[src/inc/dpsm_consts.vh]
/*
 * Constants of the drive power state machine: object indexes, control word
 * fields, state codes, status word fields, alarm codes and timing counts.
 * Assumes it is included by bare name and that the clock runs at 40 MHz.
 */
`ifndef DPSM_CONSTS_VH
`define DPSM_CONSTS_VH

// Object indexes of the command and status words.
`define DPSM_IDX_CTRL_WORD 16'h6040
`define DPSM_IDX_STAT_WORD 16'h6041

// Control word bit positions.
`define DPSM_CW_SWITCH_ON 0
`define DPSM_CW_EN_VOLTAGE 1
`define DPSM_CW_QUICK_STOP 2
`define DPSM_CW_EN_OPER 3
`define DPSM_CW_FAULT_RESET 7
`define DPSM_CW_HALT 8
`define DPSM_CW_RESET 16'h0000

// State codes.
`define DPSM_ST_NOT_READY 3'h0
`define DPSM_ST_SW_ON_DIS 3'h1
`define DPSM_ST_READY 3'h2
`define DPSM_ST_SWITCHED_ON 3'h3
`define DPSM_ST_OP_ENABLED 3'h4
`define DPSM_ST_QSTOP 3'h5
`define DPSM_ST_FAULT_REACT 3'h6
`define DPSM_ST_FAULT 3'h7

// Status word bits 6..0 per state, bit 4 left clear and filled from main power.
`define DPSM_SW_NOT_READY 7'h00
`define DPSM_SW_SW_ON_DIS 7'h60
`define DPSM_SW_READY 7'h21
`define DPSM_SW_SWITCHED_ON 7'h23
`define DPSM_SW_OP_ENABLED 7'h27
`define DPSM_SW_QSTOP 7'h07
`define DPSM_SW_FAULT_REACT 7'h2f
`define DPSM_SW_FAULT 7'h28
`define DPSM_SW_VOLT_BIT 4

// Alarm codes.
`define DPSM_ALM_NONE 8'h00
`define DPSM_ALM_NET_BUS 8'h81
`define DPSM_ALM_MAIN_PWR 8'h23

// Quick stop option codes that stop and then disable switch-on.
`define DPSM_QS_OPT_MIN 16'h0001
`define DPSM_QS_OPT_MAX 16'h0003

// Preparation time after operation enabled, in ms, and its cycle count.
`define DPSM_CLK_HZ 40000000
`define DPSM_PREP_MS 250
// Sized to the counter width; equals PREP_MS times the clock cycles per ms.
`define DPSM_PREP_CYCLES 24'h989680
`define DPSM_PREP_W 24

`endif

[src/dpsm_prep_timer.v]
/*
 * Preparation timer: counts the excitation preparation time after operation
 * enabled is entered and then reports readiness for motion commands.
 * Assumes i_run stays high for as long as operation enabled lasts.
 */
`timescale 1ns/10ps
`include "dpsm_consts.vh"

module dpsm_prep_timer #(
   parameter [`DPSM_PREP_W-1:0] PREP_CYCLES = `DPSM_PREP_CYCLES
) (
   input wire i_clk_sys,
   input wire i_sys_rst,
   input wire i_run,
   output reg o_done
);

   reg [`DPSM_PREP_W-1:0] cnt_ff;

   // Count while running; restart from zero each time the state is left.
   always @(posedge i_clk_sys) begin
      if (i_sys_rst || !i_run) begin
         cnt_ff <= {`DPSM_PREP_W{1'b0}};
         o_done <= 1'b0;
      end else if (cnt_ff < PREP_CYCLES - 1'b1) begin
         cnt_ff <= cnt_ff + 1'b1;
      end else begin
         o_done <= 1'b1;
      end
   end

endmodule

[src/dpsm_top.v]
/*
 * Drive power state machine: decodes the control word written by the
 * fieldbus master, steps through the eight drive states, drives motor
 * excitation, the status word and alarm codes.
 * Assumes all inputs are synchronous to i_clk_sys and that the master holds
 * the control word until its effect shows in the status word.
 */
// Functional notes
// - Start not-ready, initialize, then switch-on-disabled
// - Excite only in enabled, quick stop, reaction
// - Wait 250 ms then raise command ready
// - Control word field positions as fixed
// - Decode shutdown, switch on, enable, stop, reset
// - Ready plus 1111 goes straight to enabled
// - Switch on needs bus, power, no free-run
// - Quick stop option 1..3: stop, disable
// - Alarm: fault reaction, stop, then fault
// - Stopped: bus, power or free-run lost to ready
// - Moving bus loss raises alarm 81h
// - Moving power loss raises alarm 23h
// - Moving free-run enters ready, no alarm
// - Quick stop conditions lead to switch-on-disabled
// - Status bits 6..0 encode state, bit 4 power
`timescale 1ns/10ps
`include "dpsm_consts.vh"

module dpsm_top #(
   parameter [`DPSM_PREP_W-1:0] PREP_CYCLES = `DPSM_PREP_CYCLES
) (
   input wire i_clk_sys,
   input wire i_sys_rst,
   input wire i_ctrl_wr,
   input wire [15:0] i_ctrl_word,
   input wire [15:0] i_qs_option,
   input wire i_init_done,
   input wire i_bus_operational,
   input wire i_main_power,
   input wire i_free_run,
   input wire i_remote_test,
   input wire i_motor_moving,
   input wire i_stop_done,
   input wire i_alarm,
   input wire [7:0] i_alarm_code,
   input wire i_motion_cmd,
   output reg [15:0] o_ctrl_word,
   output reg [15:0] o_status_word,
   output reg [2:0] o_state,
   output reg o_motor_excite,
   output reg o_param_write_ok,
   output reg o_motion_command_ready_output,
   output reg o_motion_cmd_accept,
   output reg o_alarm_active,
   output reg [7:0] o_alarm_code
);

   reg [15:0] ctrl_ff;
   reg fr_prev_ff;
   reg [2:0] state_ff;
   reg [2:0] nxt_state;
   reg [7:0] alarm_ff;
   reg [7:0] nxt_alarm;
   reg [6:0] stat_code;
   wire prep_done;
   wire [3:0] cmd;
   wire fault_reset_rise;
   wire conds_ok;
   wire lost_cond;
   wire qs_opt_ok;

   // Status code for a state, bit 4 filled from main power separately.
   function [6:0] dpsm_stat_of;
      input [2:0] st;
      begin
         case (st)
            `DPSM_ST_SW_ON_DIS: dpsm_stat_of = `DPSM_SW_SW_ON_DIS;
            `DPSM_ST_READY: dpsm_stat_of = `DPSM_SW_READY;
            `DPSM_ST_SWITCHED_ON: dpsm_stat_of = `DPSM_SW_SWITCHED_ON;
            `DPSM_ST_OP_ENABLED: dpsm_stat_of = `DPSM_SW_OP_ENABLED;
            `DPSM_ST_QSTOP: dpsm_stat_of = `DPSM_SW_QSTOP;
            `DPSM_ST_FAULT_REACT: dpsm_stat_of = `DPSM_SW_FAULT_REACT;
            `DPSM_ST_FAULT: dpsm_stat_of = `DPSM_SW_FAULT;
            default: dpsm_stat_of = `DPSM_SW_NOT_READY;
         endcase
      end
   endfunction

   // Control word register; a write lands here and is decoded next cycle.
   always @(posedge i_clk_sys) begin
      if (i_sys_rst) begin
         ctrl_ff <= `DPSM_CW_RESET;
         fr_prev_ff <= 1'b0;
      end else begin
         if (i_ctrl_wr) begin
            ctrl_ff <= i_ctrl_word;
         end
         fr_prev_ff <= ctrl_ff[`DPSM_CW_FAULT_RESET];
      end
   end

   // Command field and derived conditions.
   assign cmd = {ctrl_ff[`DPSM_CW_EN_OPER], ctrl_ff[`DPSM_CW_QUICK_STOP],
                 ctrl_ff[`DPSM_CW_EN_VOLTAGE], ctrl_ff[`DPSM_CW_SWITCH_ON]};
   assign fault_reset_rise = ctrl_ff[`DPSM_CW_FAULT_RESET] && !fr_prev_ff;
   assign conds_ok = i_bus_operational && i_main_power && !i_free_run &&
                     !i_remote_test;
   assign lost_cond = !i_bus_operational || !i_main_power || i_free_run;
   assign qs_opt_ok = (i_qs_option >= `DPSM_QS_OPT_MIN) &&
                      (i_qs_option <= `DPSM_QS_OPT_MAX);

   // Next state. Alarms take priority, then link events, then commands.
   // Patterns with no transition from the present state fall through to hold.
   always @* begin
      nxt_state = state_ff;
      nxt_alarm = alarm_ff;
      case (state_ff)
         `DPSM_ST_NOT_READY: begin
            if (i_init_done) begin
               nxt_state = `DPSM_ST_SW_ON_DIS;
            end
         end
         `DPSM_ST_SW_ON_DIS: begin
            if (i_alarm) begin
               nxt_state = `DPSM_ST_FAULT_REACT;
               nxt_alarm = i_alarm_code;
            end else if (cmd[2:1] == 2'b11 && !cmd[0]) begin
               nxt_state = `DPSM_ST_READY;
            end
         end
         `DPSM_ST_READY: begin
            if (i_alarm) begin
               nxt_state = `DPSM_ST_FAULT_REACT;
               nxt_alarm = i_alarm_code;
            end else if (!cmd[1] || !cmd[2]) begin
               nxt_state = `DPSM_ST_SW_ON_DIS;
            end else if (cmd == 4'hf && conds_ok) begin
               nxt_state = `DPSM_ST_OP_ENABLED;
            end else if (cmd == 4'h7 && conds_ok) begin
               nxt_state = `DPSM_ST_SWITCHED_ON;
            end
         end
         `DPSM_ST_SWITCHED_ON: begin
            if (i_alarm) begin
               nxt_state = `DPSM_ST_FAULT_REACT;
               nxt_alarm = i_alarm_code;
            end else if (lost_cond) begin
               nxt_state = `DPSM_ST_READY;
            end else if (!cmd[1] || !cmd[2]) begin
               nxt_state = `DPSM_ST_SW_ON_DIS;
            end else if (!cmd[0]) begin
               nxt_state = `DPSM_ST_READY;
            end else if (cmd[3]) begin
               nxt_state = `DPSM_ST_OP_ENABLED;
            end
         end
         `DPSM_ST_OP_ENABLED: begin
            if (i_alarm) begin
               nxt_state = `DPSM_ST_FAULT_REACT;
               nxt_alarm = i_alarm_code;
            end else if (i_motor_moving && !i_bus_operational) begin
               nxt_state = `DPSM_ST_FAULT_REACT;
               nxt_alarm = `DPSM_ALM_NET_BUS;
            end else if (i_motor_moving && !i_main_power) begin
               nxt_state = `DPSM_ST_FAULT_REACT;
               nxt_alarm = `DPSM_ALM_MAIN_PWR;
            end else if (lost_cond) begin
               nxt_state = `DPSM_ST_READY;
            end else if (!cmd[1]) begin
               nxt_state = `DPSM_ST_SW_ON_DIS;
            end else if (!cmd[2]) begin
               nxt_state = `DPSM_ST_QSTOP;
            end else if (!cmd[0]) begin
               nxt_state = `DPSM_ST_READY;
            end else if (!cmd[3]) begin
               nxt_state = `DPSM_ST_SWITCHED_ON;
            end
         end
         `DPSM_ST_QSTOP: begin
            if (i_alarm) begin
               nxt_state = `DPSM_ST_FAULT_REACT;
               nxt_alarm = i_alarm_code;
            end else if (i_motor_moving && !i_bus_operational) begin
               nxt_state = `DPSM_ST_FAULT_REACT;
               nxt_alarm = `DPSM_ALM_NET_BUS;
            end else if (i_motor_moving && !i_main_power) begin
               nxt_state = `DPSM_ST_FAULT_REACT;
               nxt_alarm = `DPSM_ALM_MAIN_PWR;
            end else if (lost_cond) begin
               nxt_state = `DPSM_ST_SW_ON_DIS;
            end else if (!cmd[1]) begin
               nxt_state = `DPSM_ST_SW_ON_DIS;
            end else if (qs_opt_ok && i_stop_done) begin
               nxt_state = `DPSM_ST_SW_ON_DIS;
            end else if (!qs_opt_ok && cmd == 4'hf) begin
               nxt_state = `DPSM_ST_OP_ENABLED;
            end
         end
         `DPSM_ST_FAULT_REACT: begin
            if (i_stop_done) begin
               nxt_state = `DPSM_ST_FAULT;
            end
         end
         `DPSM_ST_FAULT: begin
            if (fault_reset_rise && !i_alarm) begin
               nxt_state = `DPSM_ST_SW_ON_DIS;
               nxt_alarm = `DPSM_ALM_NONE;
            end
         end
         default: nxt_state = `DPSM_ST_NOT_READY;
      endcase
   end

   // State and alarm registers.
   always @(posedge i_clk_sys) begin
      if (i_sys_rst) begin
         state_ff <= `DPSM_ST_NOT_READY;
         alarm_ff <= `DPSM_ALM_NONE;
      end else begin
         state_ff <= nxt_state;
         alarm_ff <= nxt_alarm;
      end
   end

   // Excitation preparation runs only while operation enabled is held.
   dpsm_prep_timer #(
      .PREP_CYCLES(PREP_CYCLES)
   ) u_prep (
      .i_clk_sys(i_clk_sys),
      .i_sys_rst(i_sys_rst),
      .i_run(state_ff == `DPSM_ST_OP_ENABLED),
      .o_done(prep_done)
   );

   always @* begin
      stat_code = dpsm_stat_of(state_ff);
   end

   // Registered outputs. The status lags the state by one cycle, which keeps
   // every output straight from a flip-flop at the cost of that cycle.
   always @(posedge i_clk_sys) begin
      if (i_sys_rst) begin
         o_ctrl_word <= `DPSM_CW_RESET;
         o_status_word <= 16'h0000;
         o_state <= `DPSM_ST_NOT_READY;
         o_motor_excite <= 1'b0;
         o_param_write_ok <= 1'b0;
         o_motion_command_ready_output <= 1'b0;
         o_motion_cmd_accept <= 1'b0;
         o_alarm_active <= 1'b0;
         o_alarm_code <= `DPSM_ALM_NONE;
      end else begin
         o_ctrl_word <= ctrl_ff;
         o_status_word <= {9'h000, stat_code[6:5],
                           i_main_power && state_ff != `DPSM_ST_NOT_READY,
                           stat_code[3:0]};
         o_state <= state_ff;
         o_motor_excite <= (state_ff == `DPSM_ST_OP_ENABLED) ||
                           (state_ff == `DPSM_ST_QSTOP) ||
                           (state_ff == `DPSM_ST_FAULT_REACT);
         o_param_write_ok <= (state_ff != `DPSM_ST_NOT_READY);
         o_motion_command_ready_output <= prep_done &&
                                          state_ff == `DPSM_ST_OP_ENABLED;
         o_motion_cmd_accept <= i_motion_cmd && prep_done &&
                                state_ff == `DPSM_ST_OP_ENABLED &&
                                !ctrl_ff[`DPSM_CW_HALT];
         o_alarm_active <= (alarm_ff != `DPSM_ALM_NONE);
         o_alarm_code <= alarm_ff;
      end
   end

endmodule

[config.mk]
export PLATFORM = sky130hd
export DESIGN_NAME = dpsm_top
export DESIGN_NICKNAME = d
export VERILOG_FILES = /design/src/dpsm_prep_timer.v /design/src/dpsm_top.v
export VERILOG_INCLUDE_DIRS = /design/src /design/src/inc
export SDC_FILE = /design/constraint.sdc
export NUM_CORES = 1
export LEC_CHECK = 0
export ABC_AREA = 1
export BUFFER_PORTS_ARGS = -buffer_cell sky130_fd_sc_hd__buf_2
export CAP_MARGIN = 30
export CELL_PAD_IN_SITES_DETAIL_PLACEMENT = 1
export CELL_PAD_IN_SITES_GLOBAL_PLACEMENT = 1
export CORE_UTILIZATION = 38
export DETAILED_ROUTE_END_ITERATION = 16
export PLACE_DENSITY = 0.76
export SLEW_MARGIN = 0
export SYNTH_ARGS = -nofsm -noshare
export SYNTH_HDL_FRONTEND = slang
export SYNTH_SLANG_ARGS = --single-unit
export TNS_END_PERCENT = 1
[constraint.sdc]
create_clock -name i_clk_sys -period 2.1 [get_ports i_clk_sys]
set_clock_uncertainty 0.05 [all_clocks]
set_input_delay 0.21 -clock i_clk_sys [delete_from_list [all_inputs] [get_ports i_clk_sys]]
set_output_delay 0.21 -clock i_clk_sys [all_outputs]
set_load 0.03 [all_outputs]
==> results.toml, run 1 <==
[floorplanning]
dieHeight_um = 107
core_area_um2 = 10800
die_w_um = 107
core.rowCount = 38
num_io_pins = 100
start_util = 0.389
dieArea_um2 = 11500

[run]
maxCapViolations = 0

[worst_setup_path]
crit_path_start_kind = "input port"
r2r_slack_ns = 0.27
crit_type = "in2reg"
critPathMaxStageDelay_ns = 0.52
crit_buf_inv = 2
cp_slowest_cell = "dlygate4sd3_1"
cp_cell_sequence = "dlygate4sd3_1, buf_2, nand2_1, nor2_1, nand2_1, nor2_1, nand3_1, nand2_1, nand2_2, nand2_1, nand2_1, nand2_1, nor2_1"
cp_num_cells = 13
worstPathRequired_ns = 2.34
timing.critical_path.mode_cell = "nand2_1"
arrival_ns = 2.12
critPathTopFamily = "simple AND/OR/NAND/NOR gates"
path_max_fanout = 7
rr_worst_depth = 11
crit_path_end_kind = "flop"

[power]
clkPwrFrac = 0.281
p_int_mw = 3.07
peakVddDrop_mv = 0.593
leakagePower_nw = 2.23
power_frac_comb = 0.290
pwr-share-seq = 0.429
power.net_switching_mw = 1.78
power_switching_share = 0.368
power.density_nw_per_um2 = 967

[global_route]
grt_pass1_wl_mm = 19.9
grt_max_degree = 31
grt_pass1_vias = 4178
antenna_found_initial = 0
grt_overflow = 0
grt_util_all_layers = 0.224

[sta]
fin_crit_ns = 1.88
rsz0062_at_grt = "no"
fin_crit_sh = 0.896
slew_headroom = 0.490
fin_setup_tns_ns = 0
tightest_slew_ns = 0.764
drv_slew = 0
hold_viol = 0
fmax_mhz = 531
setup-violations-final = 0

[clock_network]
path_clk_slew_ns = 0.09
insertion_delay_ns = 0.39
cts_made_buffers = 9
cts_tree = "yes"
cts_max_level = 3
clkSinkCount = 91
cts_resized = 0
clk_path_buf_depth = 2
root_buffer = "clkbuf_8"

[routing]
finalWirelength_mm = 12.2
wl_per_cell_um = 14.7
antenna_left = 0
drtPass1Iterations = 4
drt_iter0_drc = 191
vias_per_cell = 4.91
route.vias.total = 4093
drc = 0

[synthesis]
synthTopCellsByArea = "dfxtp_1, nand2_1, nor2_1"
synth_top_area_frac = 0.432
ys_seq_area_frac = 0.432
postSynthAreaPerCell_um2 = 7.10
synthFlopType = "dfxtp_1"
synth_seq_cells = 91
yosysMostFrequentCell = "nand2_1"
yosysTopAreaCell = "dfxtp_1"
synth_edf_count = 0
synthCells = 594
ys_top_cells_by_count = "nand2_1, dfxtp_1, nor2_1, inv_1, a21oi_1"
yosys.cell_types.count = 40
yosysWarningCount = 0
syn_area_um2 = 4220
async_flop_share = 0

[placed_design]
io_buffers = 90
dp_hpwl_mm = 9.45
gp_congestion = 0.851

[finish]
n_antenna_cell = 0
fin_util = 0.463
syn2layout_area_growth_pct = 18.9
final_nets = 742
multi_input_area_um2 = 1960
fillers = 1442
register_area_um2 = 1820
drive_gt1_frac = 0.206

[min_path]
hold_class = "in2reg"
hold_depth = 2

[outcome]
status = "finished clean"
-- path summary, 6_finish.rpt --
check                        start                  end
hold / removal        i_motion_cmd  o_motion_cmd_accept
hold reg to reg         ctrl_ff[9]       o_ctrl_word[9]
setup reg to reg  u_prep.cnt_ff[1]     u_prep.cnt_ff[5]
setup / recovery      i_main_power   dpsm_stat_of.st[0]
-- per-layer routing --
metal | global-route usage | vias to the layer above | part of all wire
met5 | 0 | - | 0
met4 | 0.0744 | 0 | 0.020
met3 | 0.0551 | 19 | 0.037
met2 | 0.400 | 75 | 0.51
met1 | 0.260 | 1950 | 0.43
li1 | - | 2049 | -
-- state kept, by name, indices dropped and copies added (netlist names) --
| signal | count |
|---|---|
| o_alarm_code | 8 |
| ctrl_ff | 16 |
| alarm_ff | 8 |
| u_prep.cnt_ff | 24 |
| o_alarm_active | 1 |
| o_state | 3 |
| dpsm_stat_of.st | 3 |
| o_motion_cmd_accept | 1 |
| o_motion_command_ready_output | 1 |
| o_param_write_ok | 1 |
| u_prep.o_done | 1 |
| o_status_word | 7 |
| o_ctrl_word | 16 |
| o_motor_excite | 1 |
-- cells by family after synthesis --
kind of cell               after synthesis  synth area share
adders and majority gates                1           0.00296
xor gates and xnor gates                16            0.0332
other                                    1          0.000889
and+or+nand+nor                        282             0.291
AOI/OAI and AO/OA                      100             0.129
DFF                                     91             0.432
buffers and inverters                  103             0.112
-- area by class of cell --
class,count,area share
Clock buffer,9,0.0247
Clock inverter,7,0.0197
Inverter,74,0.0553
Multi-Input combinational cell,408,0.390
Sequential cell,91,0.363
Tap cell,140,0.0349
Timing Repair Buffer,105,0.113
-- placed cells by master, fill, tap and decap left out, types with 4 or more instances in the layout --
cell	instances
clkbuf_8	9
inv_1	69
nand3_1	30
buf_4	14
dfxtp_1	91
nor2_1	81
a21oi_2	6
xnor2_1	4
nand4_1	7
nand2_1	131
nor3_1	11
a21oi_1	44
xor2_1	12
o21ai_0	37
inv_2	4
conb_1	9
buf_2	90
-- stage by stage --
step | power, mW | setup slack, ns | cell area (µm²) | std cells | hold slack [ns]
6_report | 4.85 | 0.217 | 5020 | 834 | 0.0240
5_1_grt | 5.15 | 0.0202 | 5020 | 834 | 0.00289
2_1_floorplan | 3.08 | 0.379 | 4250 | 602 | 0.272
4_1_cts | 4.91 | 0.255 | 5020 | 834 | 0.00464
3_5_place_dp | 3.52 | 0.280 | 4790 | 817 | 0.376
3_3_place_gp | 3.48 | 0.352 | 4790 | 817 | 0.367
-- power groups by stage --
stage / clock network (mW) / registers, mW / logic (mW)
floorplan: 0 / 2.32 / 0.763
global placement: 0 / 2.11 / 1.37
detailed placement: 0 / 2.12 / 1.41
CTS: 1.41 / 2.08 / 1.42
global route: 1.48 / 2.10 / 1.57
finish: 1.36 / 2.08 / 1.41
-- timing repair --
action	CTS	global route
endpoints found under the setup margin	0	0
buffers inserted	0	0
hold buffers	1	0
hold endpoints to repair	1	0
Note: power is estimated with default switching activity, not from simulation.
==> run 2: changes to the inputs <==
--- a/config.mk
+++ b/config.mk
@@ -7,7 +7,7 @@
 export NUM_CORES = 1
 export LEC_CHECK = 0
 export ABC_AREA = 1
-export BUFFER_PORTS_ARGS = -buffer_cell sky130_fd_sc_hd__buf_2
+export BUFFER_PORTS_ARGS = -buffer_cell sky130_fd_sc_hd__buf_4
 export CAP_MARGIN = 30
 export CELL_PAD_IN_SITES_DETAIL_PLACEMENT = 1
 export CELL_PAD_IN_SITES_GLOBAL_PLACEMENT = 1
==> results.toml, run 2 (synthesis gave the netlist of run 1 again) <==
[routing]
drt_iter0_drc = 115
drtPass1Iterations = 4
drc = 0
vias_per_cell = 4.92
wl_per_cell_um = 14.9
finalWirelength_mm = 12.4
antenna_left = 0
route.vias.total = 4097

[sta]
slew_headroom = 0.518
fin_crit_ns = 1.90
tightest_slew_ns = 0.718
fmax_mhz = 527
whs_ns = 0.0283
setup-violations-final = 0
rsz0062_at_grt = "no"
drv_slew = 0
hold_viol = 0
fin_crit_sh = 0.903
fin_setup_tns_ns = 0

[clock_network]
clk_path_buf_depth = 2
root_buffer = "clkbuf_8"
hold_buffers = 0
path_clk_slew_ns = 0.09
cts_max_level = 3
cts_made_buffers = 9
clkSinkCount = 91
cts_resized = 0
insertion_delay_ns = 0.37
postCtsSetupBuffers = 0
cts_tree = "yes"

[run]
maxCapViolations = 0

[global_route]
grt_overflow = 0
busiest_layer = "met2"
antenna_found_initial = 0
grt_util_all_layers = 0.227
gr-usage-met2 = 0.411
grt_pass1_vias = 4270
use_met1 = 0.263
grt_max_degree = 29
grt.met3_usage = 0.0508
grt_pass1_wl_mm = 20.3

[power]
leakagePower_nw = 2.28
power_frac_comb = 0.301
p_int_mw = 3.14
pwr-share-seq = 0.424
peakVddDrop_mv = 0.580
power.density_nw_per_um2 = 944
power_switching_share = 0.364
clkPwrFrac = 0.275
power.net_switching_mw = 1.80

[worst_setup_path]
worstPathRequired_ns = 2.30
arrival_ns = 2.10
crit_path_start_kind = "flop"
path_max_fanout = 9
crit_path_end_kind = "flop"
crit_type = "reg2reg"

[placed_design]
dp_hpwl_mm = 9.65
gp_congestion = 0.895
io_buffers = 90
post-place-cells = 817

[finish]
fillers = 1413
final_nets = 741
drive_gt1_frac = 0.206
top_register = "u_prep.cnt_ff"
most-common-layout-cells = "nand2_1, buf_4, dfxtp_1, nor2_1, inv_1"
final_common_cell = "nand2_1"
largest_reg_flops = 24
n_antenna_cell = 0
syn2layout_area_growth_pct = 24.0
stdcell_count = 833
largestRegisters = "u_prep.cnt_ff: 24 flops, ctrl_ff: 16 flops, o_ctrl_word: 16 flops"

[min_path]
hold_class = "in2reg"

[floorplanning]
dieArea_um2 = 11500
start_util = 0.389
core_area_um2 = 10800
num_io_pins = 100
dieHeight_um = 107
core.rowCount = 38
die_w_um = 107

[outcome]
status = "finished clean"
==> run 2: cell types whose count changed in the layout (fill, tap and decap cells not counted), sizes merged <==
cell | before | now
clkinv | 2 | 3
dlygate4sd3 | 1 | 0
inv | 76 | 75
==> run 2: worst max-delay path, cell delays in order, from the launching register on <==
cell and delay [ns]:
dfxtp_1 0.53, inv_2 0.17, nor2_1 0.19, o31ai_1 0.13, nand3b_1 0.23, inv_1 0.16
o21ai_0 0.24, a21oi_1 0.08
==> run 2: path summary, 6_finish.rpt <==
check | cells after the start | start | slack, ns | endpoint
setup / recovery | 7 | dpsm_stat_of.st[2] | 0.20 | alarm_ff[1]
setup reg to reg | 7 | dpsm_stat_of.st[2] | 0.20 | alarm_ff[1]
hold reg to reg | 2 | ctrl_ff[5] | 0.38 | o_ctrl_word[5]
hold / removal | 3 | i_main_power | 0.03 | o_status_word[4]
==> run 2: power by group through the flow <==
stage               clock network, mW  registers, mW  logic, mW
floorplan                           0           2.32      0.763
global placement                    0           2.12       1.43
detailed placement                  0           2.13       1.47
CTS                              1.39           2.10       1.49
global route                     1.45           2.12       1.64
finish                           1.36           2.10       1.49
==> run 2: routing by layer <==
metal  up-vias  part of all wire
met3        23             0.034
met1      1951              0.43
met2        72              0.51
li1       2051                 -
met4         0             0.020
met5         -                 0
==> run 2: layout make-up <==
type                       count  area [µm²]  share of cell area
inverter                      74         278              0.0531
clock buffer                   9         124              0.0237
timing repair buffer         104         781               0.149
sequential                    91        1820               0.348
clock inverter                 7        98.8              0.0189
tap                          140         175              0.0335
multi-input combinational    408        1960               0.374
==> run 2: per-stage QoR <==
| stage | instance area, µm² | worst slack [ns] | utilization | total power, mW |
|---|---|---|---|---|
| CTS | 5240 | 0.219 | 0.483 | 4.98 |
| floorplan | 4250 | 0.379 | - | 3.08 |
| global route | 5240 | 0.0131 | 0.483 | 5.22 |
| global placement | 5010 | 0.338 | 0.462 | 3.55 |
| finish | 5240 | 0.203 | 0.483 | 4.94 |
| detailed placement | 5010 | 0.265 | 0.462 | 3.60 |
==> run 3: changes to the inputs <==
--- a/config.mk
+++ b/config.mk
@@ -8,12 +8,11 @@
 export LEC_CHECK = 0
 export ABC_AREA = 1
 export BUFFER_PORTS_ARGS = -buffer_cell sky130_fd_sc_hd__buf_4
-export CAP_MARGIN = 30
 export CELL_PAD_IN_SITES_DETAIL_PLACEMENT = 1
 export CELL_PAD_IN_SITES_GLOBAL_PLACEMENT = 1
-export CORE_UTILIZATION = 38
+export CORE_UTILIZATION = 41
 export DETAILED_ROUTE_END_ITERATION = 16
-export PLACE_DENSITY = 0.76
+export PLACE_DENSITY = 0.81
 export SLEW_MARGIN = 0
 export SYNTH_ARGS = -nofsm -noshare
 export SYNTH_HDL_FRONTEND = slang
==> constraint.sdc (replaced) <==
create_clock -name i_clk_sys -period 2.3 [get_ports i_clk_sys]
set_clock_uncertainty 0.05 [all_clocks]
set_input_delay 0.23 -clock i_clk_sys [delete_from_list [all_inputs] [get_ports i_clk_sys]]
set_output_delay 0.23 -clock i_clk_sys [all_outputs]
set_load 0.03 [all_outputs]
==> results.toml, run 3 (synthesis gave the netlist of run 1 again) <==
[sta]
fin_crit_ns = 2.06
tightest_slew_ns = 0.780
fin_crit_sh = 0.898
finalWorstSetupSlack_ns = 0.235
slew_headroom = 0.479
rsz0062_at_grt = "no"
fmax_mhz = 484
setup-violations-final = 0
whs_ns = 0.0676
fin_setup_tns_ns = 0
hold_viol = 0
drv_slew = 0

[finish]
stdcell_area_um2 = 5170
final_nets = 733
stdcell_count = 818
final_common_cell = "nand2_1"
top_register = "u_prep.cnt_ff"
largestRegisters = "u_prep.cnt_ff: 24 flops, ctrl_ff: 16 flops, o_ctrl_word: 16 flops"
largest_reg_flops = 24
syn2layout_area_growth_pct = 22.4
drive_gt1_frac = 0.196
n_antenna_cell = 0
most-common-layout-cells = "nand2_1, buf_4, dfxtp_1, nor2_1, inv_1"

[routing]
vias_per_cell = 4.96
antenna_left = 0
drt-met1-wl_mm = 5.51
route.vias.total = 4060
route.met3.wl_um = 506
drc = 0
wl_per_cell_um = 14.8
drtPass1Iterations = 4
finalWirelength_mm = 12.1
drt_iter0_drc = 118
top_layer = "met4"
wl_met2_mm = 5.91

[clock_network]
insertion_delay_ns = 0.36
cts_resized = 0
cts_made_buffers = 9
root_buffer = "clkbuf_8"
path_clk_slew_ns = 0.09
hold_buffers = 0
clk_path_buf_depth = 2
cts_tree = "yes"
cts_max_level = 3
postCtsSetupBuffers = 0
clkSinkCount = 91

[placed_design]
dp_hpwl_mm = 9.36
place_ws_ns = 0.319
gp_congestion = 0.947
post-place-cells = 802
placed_area_um2 = 4940
io_buffers = 90

[min_path]
min_from = "i_main_power"
hold_class = "in2reg"

[worst_setup_path]
path_max_fanout = 21
crit_type = "reg2reg"
arrival_ns = 2.30
r2r_start = "u_prep.cnt_ff[0]"
critPathLaunch = "u_prep.cnt_ff[0]"
worstPathRequired_ns = 2.53
crit_path_start_kind = "flop"
crit_path_end_kind = "flop"

[global_route]
antenna_found_initial = 0
grt_overflow = 0
grt_pass1_vias = 4007
grt_max_degree = 33
grt_pass1_wl_mm = 19.6
grt_util_all_layers = 0.239

[floorplanning]
core.rowCount = 36
num_io_pins = 100
dieArea_um2 = 10700
core_area_um2 = 9860
die_w_um = 103
dieHeight_um = 103
start_util = 0.428

[power]
peakVddDrop_mv = 0.619
power_switching_share = 0.361
power_frac_comb = 0.295
leakagePower_nw = 2.24
power.density_nw_per_um2 = 865
power.net_switching_mw = 1.62
p_int_mw = 2.85
pwr-share-seq = 0.429
clkPwrFrac = 0.276

[outcome]
status = "finished clean"

[run]
maxCapViolations = 0
## run 3: cell types whose count changed in the layout (fill, tap and decap cells not counted), sizes merged
cell / before / now
buf: 104 / 96
clkinv: 3 / 1
clkbuf: 9 / 10
inv: 75 / 76
## run 3: path summary, 6_finish.rpt
check | end | slack (ns) | cells past startpoint
max reg2reg | u_prep.cnt_ff[10] | 0.24 | 10
min reg2reg | o_ctrl_word[12] | 0.38 | 2
min | o_status_word[4] | 0.07 | 3
max | u_prep.cnt_ff[10] | 0.24 | 10
## run 3: area by class of cell
class | count | area (µm²)
Clock buffer | 10 | 128
Timing Repair Buffer | 96 | 721
Fill cell | 1281 | 4700
Inverter | 74 | 278
Tap cell | 133 | 166
Sequential cell | 91 | 1820
Multi-Input combinational cell | 408 | 1960
Clock inverter | 6 | 96.3
## run 3: routing by layer
| metal | vias to the layer above | GRT usage |
|---|---|---|
| met4 | 0 | 0.0628 |
| met2 | 86 | 0.400 |
| met1 | 1916 | 0.315 |
| met3 | 14 | 0.0444 |
| li1 | 2044 | - |
| met5 | - | 0 |
## run 3: critical path, stage by stage (launching register included)
cell,delay [ns]
dfxtp_1,0.33
ha_1,0.26
nand3_2,0.16
nor2_4,0.05
nand2_2,0.09
nand2_2,0.06
nand3_2,0.09
nand3_4,0.18
inv_2,0.37
nand2_1,0.14
a21oi_1,0.19
## run 3: metrics by stage
step / util / total power, mW
floorplan: - / 2.81
global placement: 0.501 / 3.22
detailed placement: 0.501 / 3.27
CTS: 0.524 / 4.50
global route: 0.524 / 4.73
finish: 0.524 / 4.47
## run 3: power by group through the flow
stage / logic, mW / registers, mW / clock network [mW]
final: 1.32 / 1.92 / 1.24
after detailed placement: 1.32 / 1.95 / 0
after global routing: 1.47 / 1.93 / 1.32
after floorplan: 0.697 / 2.12 / 0
after global placement: 1.28 / 1.94 / 0
after CTS: 1.32 / 1.92 / 1.26
